### src/hw/pdts_pkg.sv
// Constants shared by the dead-time edge select block and its pair logic.
// Assumes a 32-bit AXI4-Lite register bus and one clock for all logic.
//
// Function
// Bits 15 to 6 of the select register read zero and ignore writes.
// A select bit at one picks unit B, at zero unit A.
// Bit 5 picks the unit for the third pair going active.
// Bit 4 picks the unit for the third pair going inactive.
// Bits 3 and 2 pick units for second pair active and inactive edges.
// Bits 1 and 0 pick units for first pair active and inactive edges.
// The second module instance has one pair; only pair one bits act.
// Each edge delays the turning-on output by the selected unit's count.

package pdts_pkg;

  // ----------------------------------------------------------------------
  // Register map
  // ----------------------------------------------------------------------

  // Byte offsets of the registers on the bus.
  localparam logic [11:0] EDGE_SEL_OFFSET = 12'h000;
  localparam logic [11:0] STATUS_OFFSET   = 12'h004;
  // Address bits that take part in the decode.
  localparam int unsigned ADDR_W          = 12;

  // Width of the select register as software sees it.
  localparam int unsigned EDGE_SEL_REG_W  = 16;
  // Number of implemented select bits, bits 5 down to 0.
  localparam int unsigned EDGE_SEL_W      = 6;
  // Value of the select bits after reset.
  localparam logic [5:0]  EDGE_SEL_RESET  = 6'h00;

  // ----------------------------------------------------------------------
  // Field layout of the select register
  // ----------------------------------------------------------------------

  // Each pair owns two neighbouring bits: inactive edge low, active high.
  localparam int unsigned BITS_PER_PAIR   = 2;
  localparam int unsigned INACTIVE_POS    = 0;
  localparam int unsigned ACTIVE_POS      = 1;

  // Encoding of one select bit.
  localparam logic        UNIT_A          = 1'b0;
  localparam logic        UNIT_B          = 1'b1;

  // Status register: high side outputs at bit 0 up, low side at bit 4 up.
  localparam int unsigned STATUS_HI_POS   = 0;
  localparam int unsigned STATUS_LO_POS   = 4;

  // ----------------------------------------------------------------------
  // Bus answers
  // ----------------------------------------------------------------------

  localparam logic [1:0]  RESP_OKAY       = 2'h0;
  localparam logic [1:0]  RESP_SLVERR     = 2'h2;

endpackage : pdts_pkg

### src/hw/pdts_top.sv
// Dead-time edge select register with its AXI4-Lite slave and the pairs.
// Assumes the dead-time unit counts and PWM signals come from neighbouring
// blocks in the same clock domain, and that a second instance of the PWM
// module is built with ACTIVE_PAIRS set to one.
//
// The register addresses and register access over AXI4-Lite were left to the implementer.
`timescale 1ns/1ps

module pdts_top #(
  parameter int unsigned NUM_PAIRS    = 3,
  parameter int unsigned ACTIVE_PAIRS = 3,
  parameter int unsigned CNT_W        = 6
) (
  // Clock and reset.
  input  wire logic                 clk_i,
  input  wire logic                 rst_n_i,
  // AXI4-Lite write address channel.
  input  wire logic                 s_axi_awvalid_i,
  output logic                      s_axi_awready_o,
  input  wire logic [31:0]          s_axi_awaddr_i,
  input  wire logic [2:0]           s_axi_awprot_i,
  // AXI4-Lite write data channel.
  input  wire logic                 s_axi_wvalid_i,
  output logic                      s_axi_wready_o,
  input  wire logic [31:0]          s_axi_wdata_i,
  input  wire logic [3:0]           s_axi_wstrb_i,
  // AXI4-Lite write response channel.
  output logic                      s_axi_bvalid_o,
  input  wire logic                 s_axi_bready_i,
  output logic [1:0]                s_axi_bresp_o,
  // AXI4-Lite read address channel.
  input  wire logic                 s_axi_arvalid_i,
  output logic                      s_axi_arready_o,
  input  wire logic [31:0]          s_axi_araddr_i,
  input  wire logic [2:0]           s_axi_arprot_i,
  // AXI4-Lite read data channel.
  output logic                      s_axi_rvalid_o,
  input  wire logic                 s_axi_rready_i,
  output logic [31:0]               s_axi_rdata_o,
  output logic [1:0]                s_axi_rresp_o,
  // Dead-time unit counts from the unit value logic.
  input  wire logic [CNT_W-1:0]     dt_unit_a_cnt_i,
  input  wire logic [CNT_W-1:0]     dt_unit_b_cnt_i,
  // Underlying PWM signals, one per pair.
  input  wire logic [NUM_PAIRS-1:0] pwm_i,
  // Complementary outputs towards the drivers.
  output logic [NUM_PAIRS-1:0]      pwm_hi_o,
  output logic [NUM_PAIRS-1:0]      pwm_lo_o
);

  // ----------------------------------------------------------------------
  // Declarations
  // ----------------------------------------------------------------------

  // Write path state.
  logic                               aw_full_reg;
  logic                               aw_full_next;
  logic                               w_full_reg;
  logic                               w_full_next;
  logic [pdts_pkg::ADDR_W-1:0]        waddr_reg;
  logic [pdts_pkg::ADDR_W-1:0]        waddr_next;
  logic [31:0]                        wdata_reg;
  logic [31:0]                        wdata_next;
  logic [3:0]                         wstrb_reg;
  logic [3:0]                         wstrb_next;
  logic                               awready_reg;
  logic                               awready_next;
  logic                               wready_reg;
  logic                               wready_next;
  logic                               bvalid_reg;
  logic                               bvalid_next;
  logic [1:0]                         bresp_reg;
  logic [1:0]                         bresp_next;
  logic                               aw_take;
  logic                               w_take;
  logic                               do_write;
  logic                               wmapped;

  // Read path state.
  logic                               arready_reg;
  logic                               arready_next;
  logic                               rvalid_reg;
  logic                               rvalid_next;
  logic [31:0]                        rdata_reg;
  logic [31:0]                        rdata_next;
  logic [1:0]                         rresp_reg;
  logic [1:0]                         rresp_next;
  logic                               ar_take;
  logic [pdts_pkg::ADDR_W-1:0]        raddr;
  logic [31:0]                        rword;
  logic                               rmapped;

  // Select register and pair outputs.
  logic [pdts_pkg::EDGE_SEL_W-1:0]    edge_sel_reg;
  logic [pdts_pkg::EDGE_SEL_W-1:0]    edge_sel_next;
  logic [NUM_PAIRS-1:0]               pair_hi;
  logic [NUM_PAIRS-1:0]               pair_lo;

  // ----------------------------------------------------------------------
  // Write channels
  // ----------------------------------------------------------------------

  // Address and data are caught in either order; the register is written
  // once both are held and no response is still waiting.
  always_comb begin
    aw_take      = s_axi_awvalid_i & awready_reg;
    w_take       = s_axi_wvalid_i & wready_reg;
    do_write     = aw_full_reg & w_full_reg & ~bvalid_reg;
    wmapped      = (waddr_reg == pdts_pkg::EDGE_SEL_OFFSET) ||
                   (waddr_reg == pdts_pkg::STATUS_OFFSET);
    aw_full_next = aw_full_reg;
    w_full_next  = w_full_reg;
    waddr_next   = waddr_reg;
    wdata_next   = wdata_reg;
    wstrb_next   = wstrb_reg;
    bvalid_next  = bvalid_reg;
    bresp_next   = bresp_reg;
    if (aw_take) begin
      aw_full_next = 1'b1;
      waddr_next   = {s_axi_awaddr_i[pdts_pkg::ADDR_W-1:2], 2'h0};
    end
    if (w_take) begin
      w_full_next  = 1'b1;
      wdata_next   = s_axi_wdata_i;
      wstrb_next   = s_axi_wstrb_i;
    end
    if (bvalid_reg && s_axi_bready_i) begin
      bvalid_next  = 1'b0;
    end
    if (do_write) begin
      aw_full_next = 1'b0;
      w_full_next  = 1'b0;
      bvalid_next  = 1'b1;
      bresp_next   = wmapped ? pdts_pkg::RESP_OKAY : pdts_pkg::RESP_SLVERR;
    end
    awready_next = ~aw_full_next & ~bvalid_next;
    wready_next  = ~w_full_next & ~bvalid_next;
  end

  // Write channel registers.
  always_ff @(posedge clk_i) begin
    if (!rst_n_i) begin
      aw_full_reg <= 1'b0;
      w_full_reg  <= 1'b0;
      waddr_reg   <= '0;
      wdata_reg   <= 32'h0000_0000;
      wstrb_reg   <= 4'h0;
      awready_reg <= 1'b0;
      wready_reg  <= 1'b0;
      bvalid_reg  <= 1'b0;
      bresp_reg   <= pdts_pkg::RESP_OKAY;
    end else begin
      aw_full_reg <= aw_full_next;
      w_full_reg  <= w_full_next;
      waddr_reg   <= waddr_next;
      wdata_reg   <= wdata_next;
      wstrb_reg   <= wstrb_next;
      awready_reg <= awready_next;
      wready_reg  <= wready_next;
      bvalid_reg  <= bvalid_next;
      bresp_reg   <= bresp_next;
    end
  end

  // ----------------------------------------------------------------------
  // Select register
  // ----------------------------------------------------------------------

  // Only the low byte holds implemented bits; the upper bits of the word
  // are dropped, and the status word takes no write.
  always_comb begin
    edge_sel_next = edge_sel_reg;
    if (do_write && (waddr_reg == pdts_pkg::EDGE_SEL_OFFSET) &&
        wstrb_reg[0]) begin
      edge_sel_next = wdata_reg[pdts_pkg::EDGE_SEL_W-1:0];
    end
  end

  // Select register storage.
  always_ff @(posedge clk_i) begin
    if (!rst_n_i) begin
      edge_sel_reg <= pdts_pkg::EDGE_SEL_RESET;
    end else begin
      edge_sel_reg <= edge_sel_next;
    end
  end

  // ----------------------------------------------------------------------
  // Read channels
  // ----------------------------------------------------------------------

  // Read word for the decoded address; unused bits are zero.
  always_comb begin
    raddr   = {s_axi_araddr_i[pdts_pkg::ADDR_W-1:2], 2'h0};
    rword   = 32'h0000_0000;
    rmapped = 1'b1;
    if (raddr == pdts_pkg::EDGE_SEL_OFFSET) begin
      rword[pdts_pkg::EDGE_SEL_W-1:0] = edge_sel_reg;
    end else if (raddr == pdts_pkg::STATUS_OFFSET) begin
      rword[pdts_pkg::STATUS_HI_POS +: NUM_PAIRS] = pair_hi;
      rword[pdts_pkg::STATUS_LO_POS +: NUM_PAIRS] = pair_lo;
    end else begin
      rmapped = 1'b0;
    end
  end

  // One read at a time: the address is taken, the data follow a cycle
  // later and stand until the master accepts them.
  always_comb begin
    ar_take     = s_axi_arvalid_i & arready_reg;
    rvalid_next = rvalid_reg;
    rdata_next  = rdata_reg;
    rresp_next  = rresp_reg;
    if (rvalid_reg && s_axi_rready_i) begin
      rvalid_next = 1'b0;
    end
    if (ar_take) begin
      rvalid_next = 1'b1;
      rdata_next  = rword;
      rresp_next  = rmapped ? pdts_pkg::RESP_OKAY : pdts_pkg::RESP_SLVERR;
    end
    arready_next = ~rvalid_next & ~ar_take;
  end

  // Read channel registers.
  always_ff @(posedge clk_i) begin
    if (!rst_n_i) begin
      arready_reg <= 1'b0;
      rvalid_reg  <= 1'b0;
      rdata_reg   <= 32'h0000_0000;
      rresp_reg   <= pdts_pkg::RESP_OKAY;
    end else begin
      arready_reg <= arready_next;
      rvalid_reg  <= rvalid_next;
      rdata_reg   <= rdata_next;
      rresp_reg   <= rresp_next;
    end
  end

  // Bus outputs come straight from their registers.
  assign s_axi_awready_o = awready_reg;
  assign s_axi_wready_o  = wready_reg;
  assign s_axi_bvalid_o  = bvalid_reg;
  assign s_axi_bresp_o   = bresp_reg;
  assign s_axi_arready_o = arready_reg;
  assign s_axi_rvalid_o  = rvalid_reg;
  assign s_axi_rdata_o   = rdata_reg;
  assign s_axi_rresp_o   = rresp_reg;

  // ----------------------------------------------------------------------
  // Output pairs
  // ----------------------------------------------------------------------

  // Pair i reads select bits 2i+1 for its active edge and 2i for its
  // inactive edge; pairs past ACTIVE_PAIRS stay off whatever is written.
  for (genvar i = 0; i < NUM_PAIRS; i++) begin : g_pair
    pdts_pair #(
      .CNT_W          (CNT_W)
    ) u_pair (
      .clk_i          (clk_i),
      .rst_n_i        (rst_n_i),
      .enable_i       (i < ACTIVE_PAIRS),
      .pwm_i          (pwm_i[i]),
      // Bits 5, 3 and 1 for pairs three, two and one.
      .sel_active_i   (edge_sel_reg[i*pdts_pkg::BITS_PER_PAIR +
                                    pdts_pkg::ACTIVE_POS]),
      // Bits 4, 2 and 0 for pairs three, two and one.
      .sel_inactive_i (edge_sel_reg[i*pdts_pkg::BITS_PER_PAIR +
                                    pdts_pkg::INACTIVE_POS]),
      .cnt_a_i        (dt_unit_a_cnt_i),
      .cnt_b_i        (dt_unit_b_cnt_i),
      .hi_o           (pair_hi[i]),
      .lo_o           (pair_lo[i])
    );
  end

  // Pair outputs are flops inside each pair.
  assign pwm_hi_o = pair_hi;
  assign pwm_lo_o = pair_lo;

endmodule : pdts_top

### src/hw/pdts_pair.sv
// One complementary output pair with dead-time insertion on both edges.
// Assumes the PWM input and the unit counts are synchronous to clk_i.
`timescale 1ns/1ps

module pdts_pair #(
  parameter int unsigned CNT_W = 6
) (
  // Clock and reset.
  input  wire logic             clk_i,
  input  wire logic             rst_n_i,
  // Pair enable, low for pairs that the instance lacks.
  input  wire logic             enable_i,
  // Underlying PWM signal of the pair.
  input  wire logic             pwm_i,
  // Unit choice per edge, one meaning unit B.
  input  wire logic             sel_active_i,
  input  wire logic             sel_inactive_i,
  // Dead-time counts of the two units.
  input  wire logic [CNT_W-1:0] cnt_a_i,
  input  wire logic [CNT_W-1:0] cnt_b_i,
  // Complementary outputs.
  output logic                  hi_o,
  output logic                  lo_o
);

  logic             pwm_d_reg;
  logic             pwm_d_next;
  logic [CNT_W-1:0] cnt_reg;
  logic [CNT_W-1:0] cnt_next;
  logic             hi_reg;
  logic             hi_next;
  logic             lo_reg;
  logic             lo_next;
  logic             edge_seen;
  logic             edge_sel;

  // An edge blanks both outputs, then the side that turns on waits out
  // the count of the unit chosen for that edge direction.
  always_comb begin
    edge_seen  = pwm_i != pwm_d_reg;
    edge_sel   = pwm_i ? sel_active_i : sel_inactive_i;
    pwm_d_next = pwm_i;
    cnt_next   = cnt_reg;
    hi_next    = hi_reg;
    lo_next    = lo_reg;
    if (!enable_i) begin
      cnt_next = '0;
      hi_next  = 1'b0;
      lo_next  = 1'b0;
    end else if (edge_seen) begin
      cnt_next = (edge_sel == pdts_pkg::UNIT_B) ? cnt_b_i : cnt_a_i;
      hi_next  = 1'b0;
      lo_next  = 1'b0;
    end else if (cnt_reg != '0) begin
      cnt_next = cnt_reg - 1'b1;
      hi_next  = 1'b0;
      lo_next  = 1'b0;
    end else begin
      hi_next  = pwm_d_reg;
      lo_next  = ~pwm_d_reg;
    end
  end

  // State registers of the pair.
  always_ff @(posedge clk_i) begin
    if (!rst_n_i) begin
      pwm_d_reg <= 1'b0;
      cnt_reg   <= '0;
      hi_reg    <= 1'b0;
      lo_reg    <= 1'b0;
    end else begin
      pwm_d_reg <= pwm_d_next;
      cnt_reg   <= cnt_next;
      hi_reg    <= hi_next;
      lo_reg    <= lo_next;
    end
  end

  assign hi_o = hi_reg;
  assign lo_o = lo_reg;

endmodule : pdts_pair

### config.mk
export PLATFORM = sky130hd
export DESIGN_NAME = pdts_top
export DESIGN_NICKNAME = d
export VERILOG_FILES = /design/src/hw/pdts_pkg.sv /design/src/hw/pdts_top.sv /design/src/hw/pdts_pair.sv
export SDC_FILE = /design/constraint.sdc
export NUM_CORES = 1
export LEC_CHECK = 0
export ABC_AREA = 1
export BUFFER_PORTS_ARGS = -buffer_cell sky130_fd_sc_hd__buf_2
export CAP_MARGIN = 20
export CORE_AREA = 2 2 90 92
export CTS_BUF_LIST = sky130_fd_sc_hd__clkbuf_4
export CTS_CLUSTER_DIAMETER = 60
export DETAILED_ROUTE_END_ITERATION = 10
export DIE_AREA = 0 0 92 94
export GPL_TIMING_DRIVEN = 0
export PLACE_DENSITY = 0.81
export SYNTH_ARGS = -nofsm -noshare
export SYNTH_HDL_FRONTEND = slang
export SYNTH_HIERARCHICAL = 1
export SYNTH_SLANG_ARGS = --single-unit
### constraint.sdc
create_clock -name clk_i -period 1.5 [get_ports clk_i]
set_clock_uncertainty 0.2 [all_clocks]
set_input_delay 0.075 -clock clk_i [delete_from_list [all_inputs] [get_ports clk_i]]
set_output_delay 0.075 -clock clk_i [all_outputs]
set_load 0.005 [all_outputs]
==> summary.txt, run 1 <==
Clock tree
  – H-tree depth: 3
  – Number of buffers created by CTS: 9
  – TritonCTS clock tree: built
  – Number of sinks handled by clock tree synthesis: between 60 and 70
  – Maximum root-to-sink buffer count: 2
  – Clock edge transition at the registers on the reported setup and hold paths: between 0.1 and 0.15 ns
  – Skew-Pair Late Insertion Delay: slightly above 0.4 ns
  – CTS Root Cell: sky130_fd_sc_hd__clkbuf_4

Final layout
  – Area of all sequential standard cells: about 1300 um2
  – Fin cells: between 800 and 900
  – Footprint of the multi-input gates: ~1900 um2
  – Layout Nets: 862
  – Final instance area: 5000 um2
  – Growth of design area from synthesis to finish: 39.3%
  – ANT cells: 0
  – Share of layout cells above drive strength 1: approximately 23%
  – Max reg flops: 18
  – Number of filler instances in the final layout: approximately 640
  – Final Core Density: approximately two thirds

Global route
  – Via count of the first global-routing pass: between 3000 and 4000
  – Antenna violations before repair: 0
  – Pin count of the biggest net entering global routing: 12
  – Wire length of the first global-routing pass: 15.4 mm
  – Overall track demand over capacity in global routing: a little over a fifth
  – GR Overflow Total: 0

Setup path
  – Worst setup path start: s_axi_araddr_i[7]
  – Worst Reg-to-Reg Cells: 9
  – Count of cell instances traversed by the critical path: 10
  – Reg2Reg Setup Slack: 0.08 ns
  – Type of the worst setup path: in -> reg
  – Maximum single-stage delay on the critical path: approximately 0.54 ns
  – RR Endpoint: g_pair[2].u_pair/cnt_reg[1]$_SDFFE_PP0P_
  – Sequence of cells on the critical path: dlygate4sd3_1 > buf_2 > nor2_1 > nand2_1 > nor2_4 > buf_6 > nand3_1 > nand3_1 > nand2_1 > inv_1
  – Critical Path AT: 1.60 ns
  – Data required time of the critical path: 1.67 ns
  – Launch instance of the worst register-to-register path: g_pair[2].u_pair/cnt_reg[0]$_SDFFE_PP0P_
  – Slowest cell on the critical path: sky130_fd_sc_hd__dlygate4sd3_1
  – Bufs and invs on worst path: 4
  – Endpoint class of the critical path: flop
  – CP top delay family: buffers and inverters
  – Crit path capture: s_axi_rdata_o[5]$_SDFFE_PN0P_
  – Max FO, Critical Path: 10
  – Kind of start point of the critical path: input port

Synth
  – Proportion of synthesized chip area in sequential cells: roughly 37%
  – Synth Cell Area: ~3600 um2
  – Area share of xor/xnor cells in the synthesized design: 0.733%
  – Synth Warn #: 6
  – Synthesized-area fraction occupied by adder cells: between 2 and 2.5%
  – Area share of the largest cell type after synthesis: 36.8%
  – Top area cells in the synthesized netlist: sky130_fd_sc_hd__dfxtp_1 (37%), sky130_fd_sc_hd__nand2_1 (16%), sky130_fd_sc_hd__nor2_1 (10%)
  – Number of instances in the synthesized netlist: around 560
  – Mux contribution to synthesized area: 0%
  – Syn Area/Cell: 6.41 um2
  – Compound-gate portion of the synthesized area: 6.45%
  – Post-synthesis cell type count: 27
  – Largest family of logic cells by synthesized area: simple AND/OR/NAND/NOR gates
  – Count of state elements after synthesis: 66
  – Biggest area consumer among synthesized cells: sky130_fd_sc_hd__dfxtp_1
  – Basic-gate share of the synthesized area counting and, or, nand and nor cells: a little under two fifths

Job
  – Max-Cap Viols: 0

Die
  – Core outline area: ~7600 um2
  – Effective utilization at floorplan: 47.1%
  – Overall die width: just over 90 um
  – Die Y-Extent: about 94 um
  – Boundary Pins: approximately 180
  – Number of rows created at floorplan: 32
  – Area of the die: between 8000 and 9000 um2

Detailed routing
  – Starting DRT DRC Count: 273
  – Met1 wire length: ~3.8 mm
  – Remaining antenna violation count after routing: 0
  – Final routed wire length divided by cell count: 11.4 um
  – Total via count in the routed design: around 3900
  – Top layer reached by signal wires: met4
  – Ratio of routed vias to standard cells: approximately 4.7
  – DRC errors left: 0
  – Met2 wire length: roughly 4.8 mm
  – Total length of routed met3 wires: 591 um
  – Wire length reported by the detailed router: ~9.5 mm
  – Drt first pass iters: 5

Placement
  – Number of placed instances, taps included: between 700 and 800
  – IO buf count: 68
  – Gpl congestion: 0.868
  – Cell Area, Placed: ~4200 um2
  – Final HPWL DP: about 6.3 mm

Timing
  – Post-route fraction of the period consumed by the critical path: between 90 and 100%
  – F_max: approximately 0.7 GHz
  – Minimum period implied by the final worst setup slack: 1.43 ns
  – Setup violations, final: 0
  – Hold Vio Cnt, Final: 0
  – Number of max-slew violations in the final report: 0

Power and ir drop
  – IR Drop Worst-Case VDD: around 0.00054 V
  – Pwr Density: between 800 and 900 nW/um2
  – Static Leakage: 2.66 nW

Status
  – Run status: completed

Worst hold path
  – Type of the worst min-delay path: in -> reg
==> per-stage QoR <==
stage / hold WS, ns / setup WS [ns] / TNS (ns) / total power, mW
5_1_grt: 0.246 / -0.0111 / -0.0266 / 4.70
3_5_place_dp: 0.128 / -0.0447 / -0.0974 / 2.77
3_3_place_gp: 0.112 / 0.00546 / 0 / 2.73
6_report: 0.235 / 0.0696 / 0 / 4.47
2_1_floorplan: -0.0315 / 0.142 / 0 / 2.54
4_1_cts: 0.226 / 0.00831 / 0 / 4.40
==> where the power goes <==
group | switching, mW | internal, mW | total (mW)
combinational | 0.527 | 0.469 | 0.996
clock | 0.653 | 0.880 | 1.53
sequential | 0.0780 | 1.86 | 1.94
total | 1.26 | 3.21 | 4.47
==> layer usage <==
metal / vias up / GRT usage, %
met5: - / 0
met4: 0 / 11.2
met3: 34 / 4.82
met2: 160 / 40.5
met1: 1710 / 23.4
li1: 2000 / -
==> worst min-delay path, cell delays in order <==
cell                            delay [ns]
sky130_fd_sc_hd__dlygate4sd3_1        0.52
sky130_fd_sc_hd__buf_2                0.09
sky130_fd_sc_hd__o21ai_0              0.07
sky130_fd_sc_hd__nor2_1               0.07
==> cell usage in the layout, fill, tap and decap left out, types with 3 or more instances in the layout <==
cell type / count
sky130_fd_sc_hd__nand2_2: 10
sky130_fd_sc_hd__dfxtp_1: 62
sky130_fd_sc_hd__buf_2: 70
sky130_fd_sc_hd__dfxtp_2: 4
sky130_fd_sc_hd__inv_2: 9
sky130_fd_sc_hd__nand4_1: 7
sky130_fd_sc_hd__o21ai_0: 24
sky130_fd_sc_hd__a21oi_1: 19
sky130_fd_sc_hd__ha_1: 4
sky130_fd_sc_hd__bufinv_16: 3
sky130_fd_sc_hd__conb_1: 30
sky130_fd_sc_hd__dlygate4sd3_1: 51
sky130_fd_sc_hd__clkbuf_4: 11
sky130_fd_sc_hd__or2_0: 3
sky130_fd_sc_hd__nand2_1: 149
sky130_fd_sc_hd__nand3_1: 37
sky130_fd_sc_hd__nor2_2: 4
sky130_fd_sc_hd__inv_1: 69
sky130_fd_sc_hd__xor2_1: 3
sky130_fd_sc_hd__nand3b_1: 3
sky130_fd_sc_hd__nand2_4: 3
sky130_fd_sc_hd__nor2_4: 3
sky130_fd_sc_hd__buf_4: 40
sky130_fd_sc_hd__nor2_1: 97
==> timing repair <==
action	CTS	global route
setup endpoints to repair	3	16
endpoints found under the hold margin	59	0
buffers inserted	0	11
pin swaps	0	6
gates resized for setup	4	19
hold buffers	51	0
==> how the worst min path moves through the flow <==
stage                           start                               endpoint  slack (ns)  depth (start not counted)
floorplan                    pwm_i[0]  g_pair[0].u_pair/pwm_d_reg$_SDFF_PN0_       -0.03                          2
global placement             pwm_i[0]  g_pair[0].u_pair/pwm_d_reg$_SDFF_PN0_        0.11                          3
detailed placement           pwm_i[0]  g_pair[0].u_pair/pwm_d_reg$_SDFF_PN0_        0.13                          3
CTS                 s_axi_awaddr_i[9]              waddr_reg[9]$_SDFFE_PN0P_        0.23                          4
global route        s_axi_awaddr_i[9]              waddr_reg[9]$_SDFFE_PN0P_        0.25                          4
finish              s_axi_awaddr_i[9]              waddr_reg[9]$_SDFFE_PN0P_        0.23                          4
==> layout make-up <==
type | count | area share, %
Buffer | 35 | 5.18
Inverter | 80 | 6.06
Timing Repair Buffer | 130 | 18.7
Multi-Input combinational cell | 406 | 37.3
Clock inverter | 5 | 2.05
Clock buffer | 11 | 1.65
Sequential cell | 66 | 26.5
Tap cell | 102 | 2.55
==> kinds of logic (layout without fill, tap and decap cells) <==
logic type | after synthesis | after routing
simple gates | 321 | 321
buf+inv | 115 | 261
flops | 66 | 66
compound gates | 46 | 46
fa+ha+maj | 6 | 6
xor+xnor | 3 | 3
other cells | 2 | 30
==> Yosys cell counts, drive strengths merged <==
cell,number
a21oi,19
clkbuf,2
inv,79
nand3,39
o21ai,26
a31oi,1
ha,6
xor2,3
nor3,1
nand4,7
dfxtp,66
nor2,104
nor4,2
buf,33
nand2,162
or2,3
nand3b,3
clkinv,1
conb,2
Note: power is estimated with default switching activity, not from simulation.
==> inputs of run 2 (changes only) <==
--- a/config.mk
+++ b/config.mk
@@ -15,6 +15,7 @@
 export DIE_AREA = 0 0 92 94
 export GPL_TIMING_DRIVEN = 0
 export PLACE_DENSITY = 0.81
+export RECOVER_POWER = 100
 export SYNTH_ARGS = -nofsm -noshare
 export SYNTH_HDL_FRONTEND = slang
 export SYNTH_HIERARCHICAL = 1
==> run 2 against run 1 <==
  * Non-clock buffer count is the same
  * Critical path depth shrank 1
  * Maximum frequency grew 0.19%
  * Cell count is the same
  * Sequential share of layout area grew 0.087 points
  * Routed wire length grew 0.26%
  * Clock power is essentially flat
  * Core utilization shrank 0.21 points
  * Largest cell class unchanged
==> summary.txt, run 2 (synthesis results as in run 1) <==
Power and ir drop
  – Power share of the clock group: between 30% and 40%
  – Static Leakage: between 2 and 3 nW
  – Switching power summed over all nets: approximately 1.3 mW
  – Switching part of the total power: ~28%
  – Pwr Density: about 900 nW/um2
  – Part of the power in registers: 43.5%
  – Combinational cell fraction of total power: 22.2%
  – IR Drop Worst-Case VDD: 0.000536 V
  – Internal cell power: roughly 3.2 mW

Setup path
  – Data required time of the critical path: 1.60 ns
  – Endpoint class of the critical path: flop
  – Kind of start point of the critical path: flop
  – Count of cell instances traversed by the critical path: 9
  – Maximum single-stage delay on the critical path: 0.33 ns
  – Top cell by count, worst path: sky130_fd_sc_hd__nand2_1
  – Bufs and invs on worst path: 2
  – Slowest cell on the critical path: sky130_fd_sc_hd__dfxtp_1
  – Sequence of cells on the critical path: inv_2 > ha_1 > nand2_1 > nor2_1 > nand2_1 > nand2_2 > inv_1 > nand2_1 > nand2_1
  – Worst Reg-to-Reg Cells: 9
  – Max FO, Critical Path: 5
  – Type of the worst setup path: reg -> reg
  – Critical Path AT: 1.53 ns
  – CP top delay family: simple AND/OR/NAND/NOR gates

Worst hold path
  – Type of the worst min-delay path: in -> reg
  – Hold path cells: 4

Clock tree
  – Clock edge transition at the registers on the reported setup and hold paths: between 0.1 and 0.15 ns
  – TritonCTS clock tree: built
  – Number of buffers created by CTS: 9
  – H-tree depth: 3
  – CTS Root Cell: sky130_fd_sc_hd__clkbuf_4
  – Maximum root-to-sink buffer count: 2
  – Number of sinks handled by clock tree synthesis: 66
  – Skew-Pair Late Insertion Delay: 0.41 ns

Status
  – Run status: completed

Die
  – Core outline area: 7610 um2
  – Overall die width: 92 um
  – Boundary Pins: ~180
  – Die Y-Extent: 94 um
  – Effective utilization at floorplan: between 40% and 50%
  – Area of the die: 8650 um2
  – Number of rows created at floorplan: 32

Detailed routing
  – Total via count in the routed design: around 3900
  – Drt first pass iters: 5
  – DRC errors left: 0
  – Starting DRT DRC Count: around 330
  – Ratio of routed vias to standard cells: approximately 4.7
  – Remaining antenna violation count after routing: 0
  – Final routed wire length divided by cell count: between 10 and 15 um
  – Wire length reported by the detailed router: about 9.5 mm

Global route
  – Overall track demand over capacity in global routing: 21.9%
  – Via count of the first global-routing pass: between 3000 and 4000
  – Wire length of the first global-routing pass: roughly 15 mm
  – Pin count of the biggest net entering global routing: 12
  – Antenna violations before repair: 0
  – GR Overflow Total: 0

Job
  – Max-Cap Viols: 0

Timing
  – Post-route fraction of the period consumed by the critical path: around 95%
  – F_max: approximately 0.70 GHz
  – Minimum period implied by the final worst setup slack: ~1.4 ns
  – Setup violations, final: 0
  – Hold Vio Cnt, Final: 0
  – Number of max-slew violations in the final report: 0

Placement
  – Final HPWL DP: 6.31 mm
  – Gpl congestion: between 0.8 and 0.9
  – Number of placed instances, taps included: between 700 and 800
  – IO buf count: 68

Final layout
  – Max reg flops: 18
  – Growth of design area from synthesis to finish: 38.9%
  – Most frequent standard cell in the layout excluding fill and tap cells: sky130_fd_sc_hd__nand2_1
  – ANT cells: 0
  – Commonest cells after routing, fill and taps aside: sky130_fd_sc_hd__nand2_1 (149), sky130_fd_sc_hd__nor2_1 (97), sky130_fd_sc_hd__inv_1 (70)
  – Share of layout cells above drive strength 1: 21.6%
  – Fin cells: 835
  – Layout Nets: 862
  – Final Core Density: 65.5%
run 2: what timing repair did:
action	4_1_cts	5_1_grt
endpoints found under the setup margin	3	16
resized for setup	4	19
pin swaps	0	6
endpoints found under the hold margin	59	0
setup buffers	0	11
hold buffers	51	0
run 2: area by class of cell:
class	instances	area, um2
sequential	66	1330
fill	643	2630
clock buffer	11	82.6
multi-input combinational	406	1860
tap	102	128
timing repair buffer	130	922
inverter	80	303
clock inverter	5	103
buffer	35	259
run 2: tightest hold or removal path, stage by stage:
cell and delay [ns]:
sky130_fd_sc_hd__dlygate4sd3_1 0.52, sky130_fd_sc_hd__buf_2 0.09, sky130_fd_sc_hd__o21ai_0 0.07, sky130_fd_sc_hd__nor2_1 0.07
run 2: per-stage QoR:
step	hold WS [ns]	total power, mW	setup WS [ns]	TNS [ns]	area (um2)
finish	0.237	4.46	0.0724	0	4980
global route	0.246	4.69	-0.0111	-0.0315	4980
floorplan	-0.0315	2.54	0.142	0	3690
detailed placement	0.128	2.77	-0.0447	-0.0974	4160
CTS	0.226	4.40	0.00831	0	4860
global placement	0.112	2.73	0.00546	0	4160
run 2: per-layer routing:
metal  track usage, %  vias up  part of all wire, %
met5                0        -                    0
met4             11.2        0                  3.4
met3             4.82       32                  6.1
met2             40.5      154                   51
met1             23.4     1703                   40
li1                 -     1998                    -
run 2: path summary, 6_finish.rpt:
check,slack (ns),endpoint,start
worst max-delay path,0.07,g_pair[2].u_pair/cnt_reg[1]$_SDFFE_PP0P_,g_pair[2].u_pair/cnt_reg[0]$_SDFFE_PP0P_
worst min-delay path,0.24,waddr_reg[9]$_SDFFE_PN0P_,s_axi_awaddr_i[9]
worst max register to register,0.07,g_pair[2].u_pair/cnt_reg[1]$_SDFFE_PP0P_,g_pair[2].u_pair/cnt_reg[0]$_SDFFE_PP0P_
worst min register to register,0.24,g_pair[0].u_pair/lo_o$_SDFF_PP0_,g_pair[0].u_pair/pwm_d_reg$_SDFF_PN0_
run 2: power groups by stage:
stage / Clock [mW] / Combinational (mW) / Sequential (mW)
CTS: 1.56 / 0.909 / 1.93
global route: 1.63 / 1.11 / 1.95
finish: 1.53 / 0.991 / 1.94
detailed placement: 0 / 0.801 / 1.97
global placement: 0 / 0.767 / 1.96
floorplan: 0 / 0.586 / 1.96
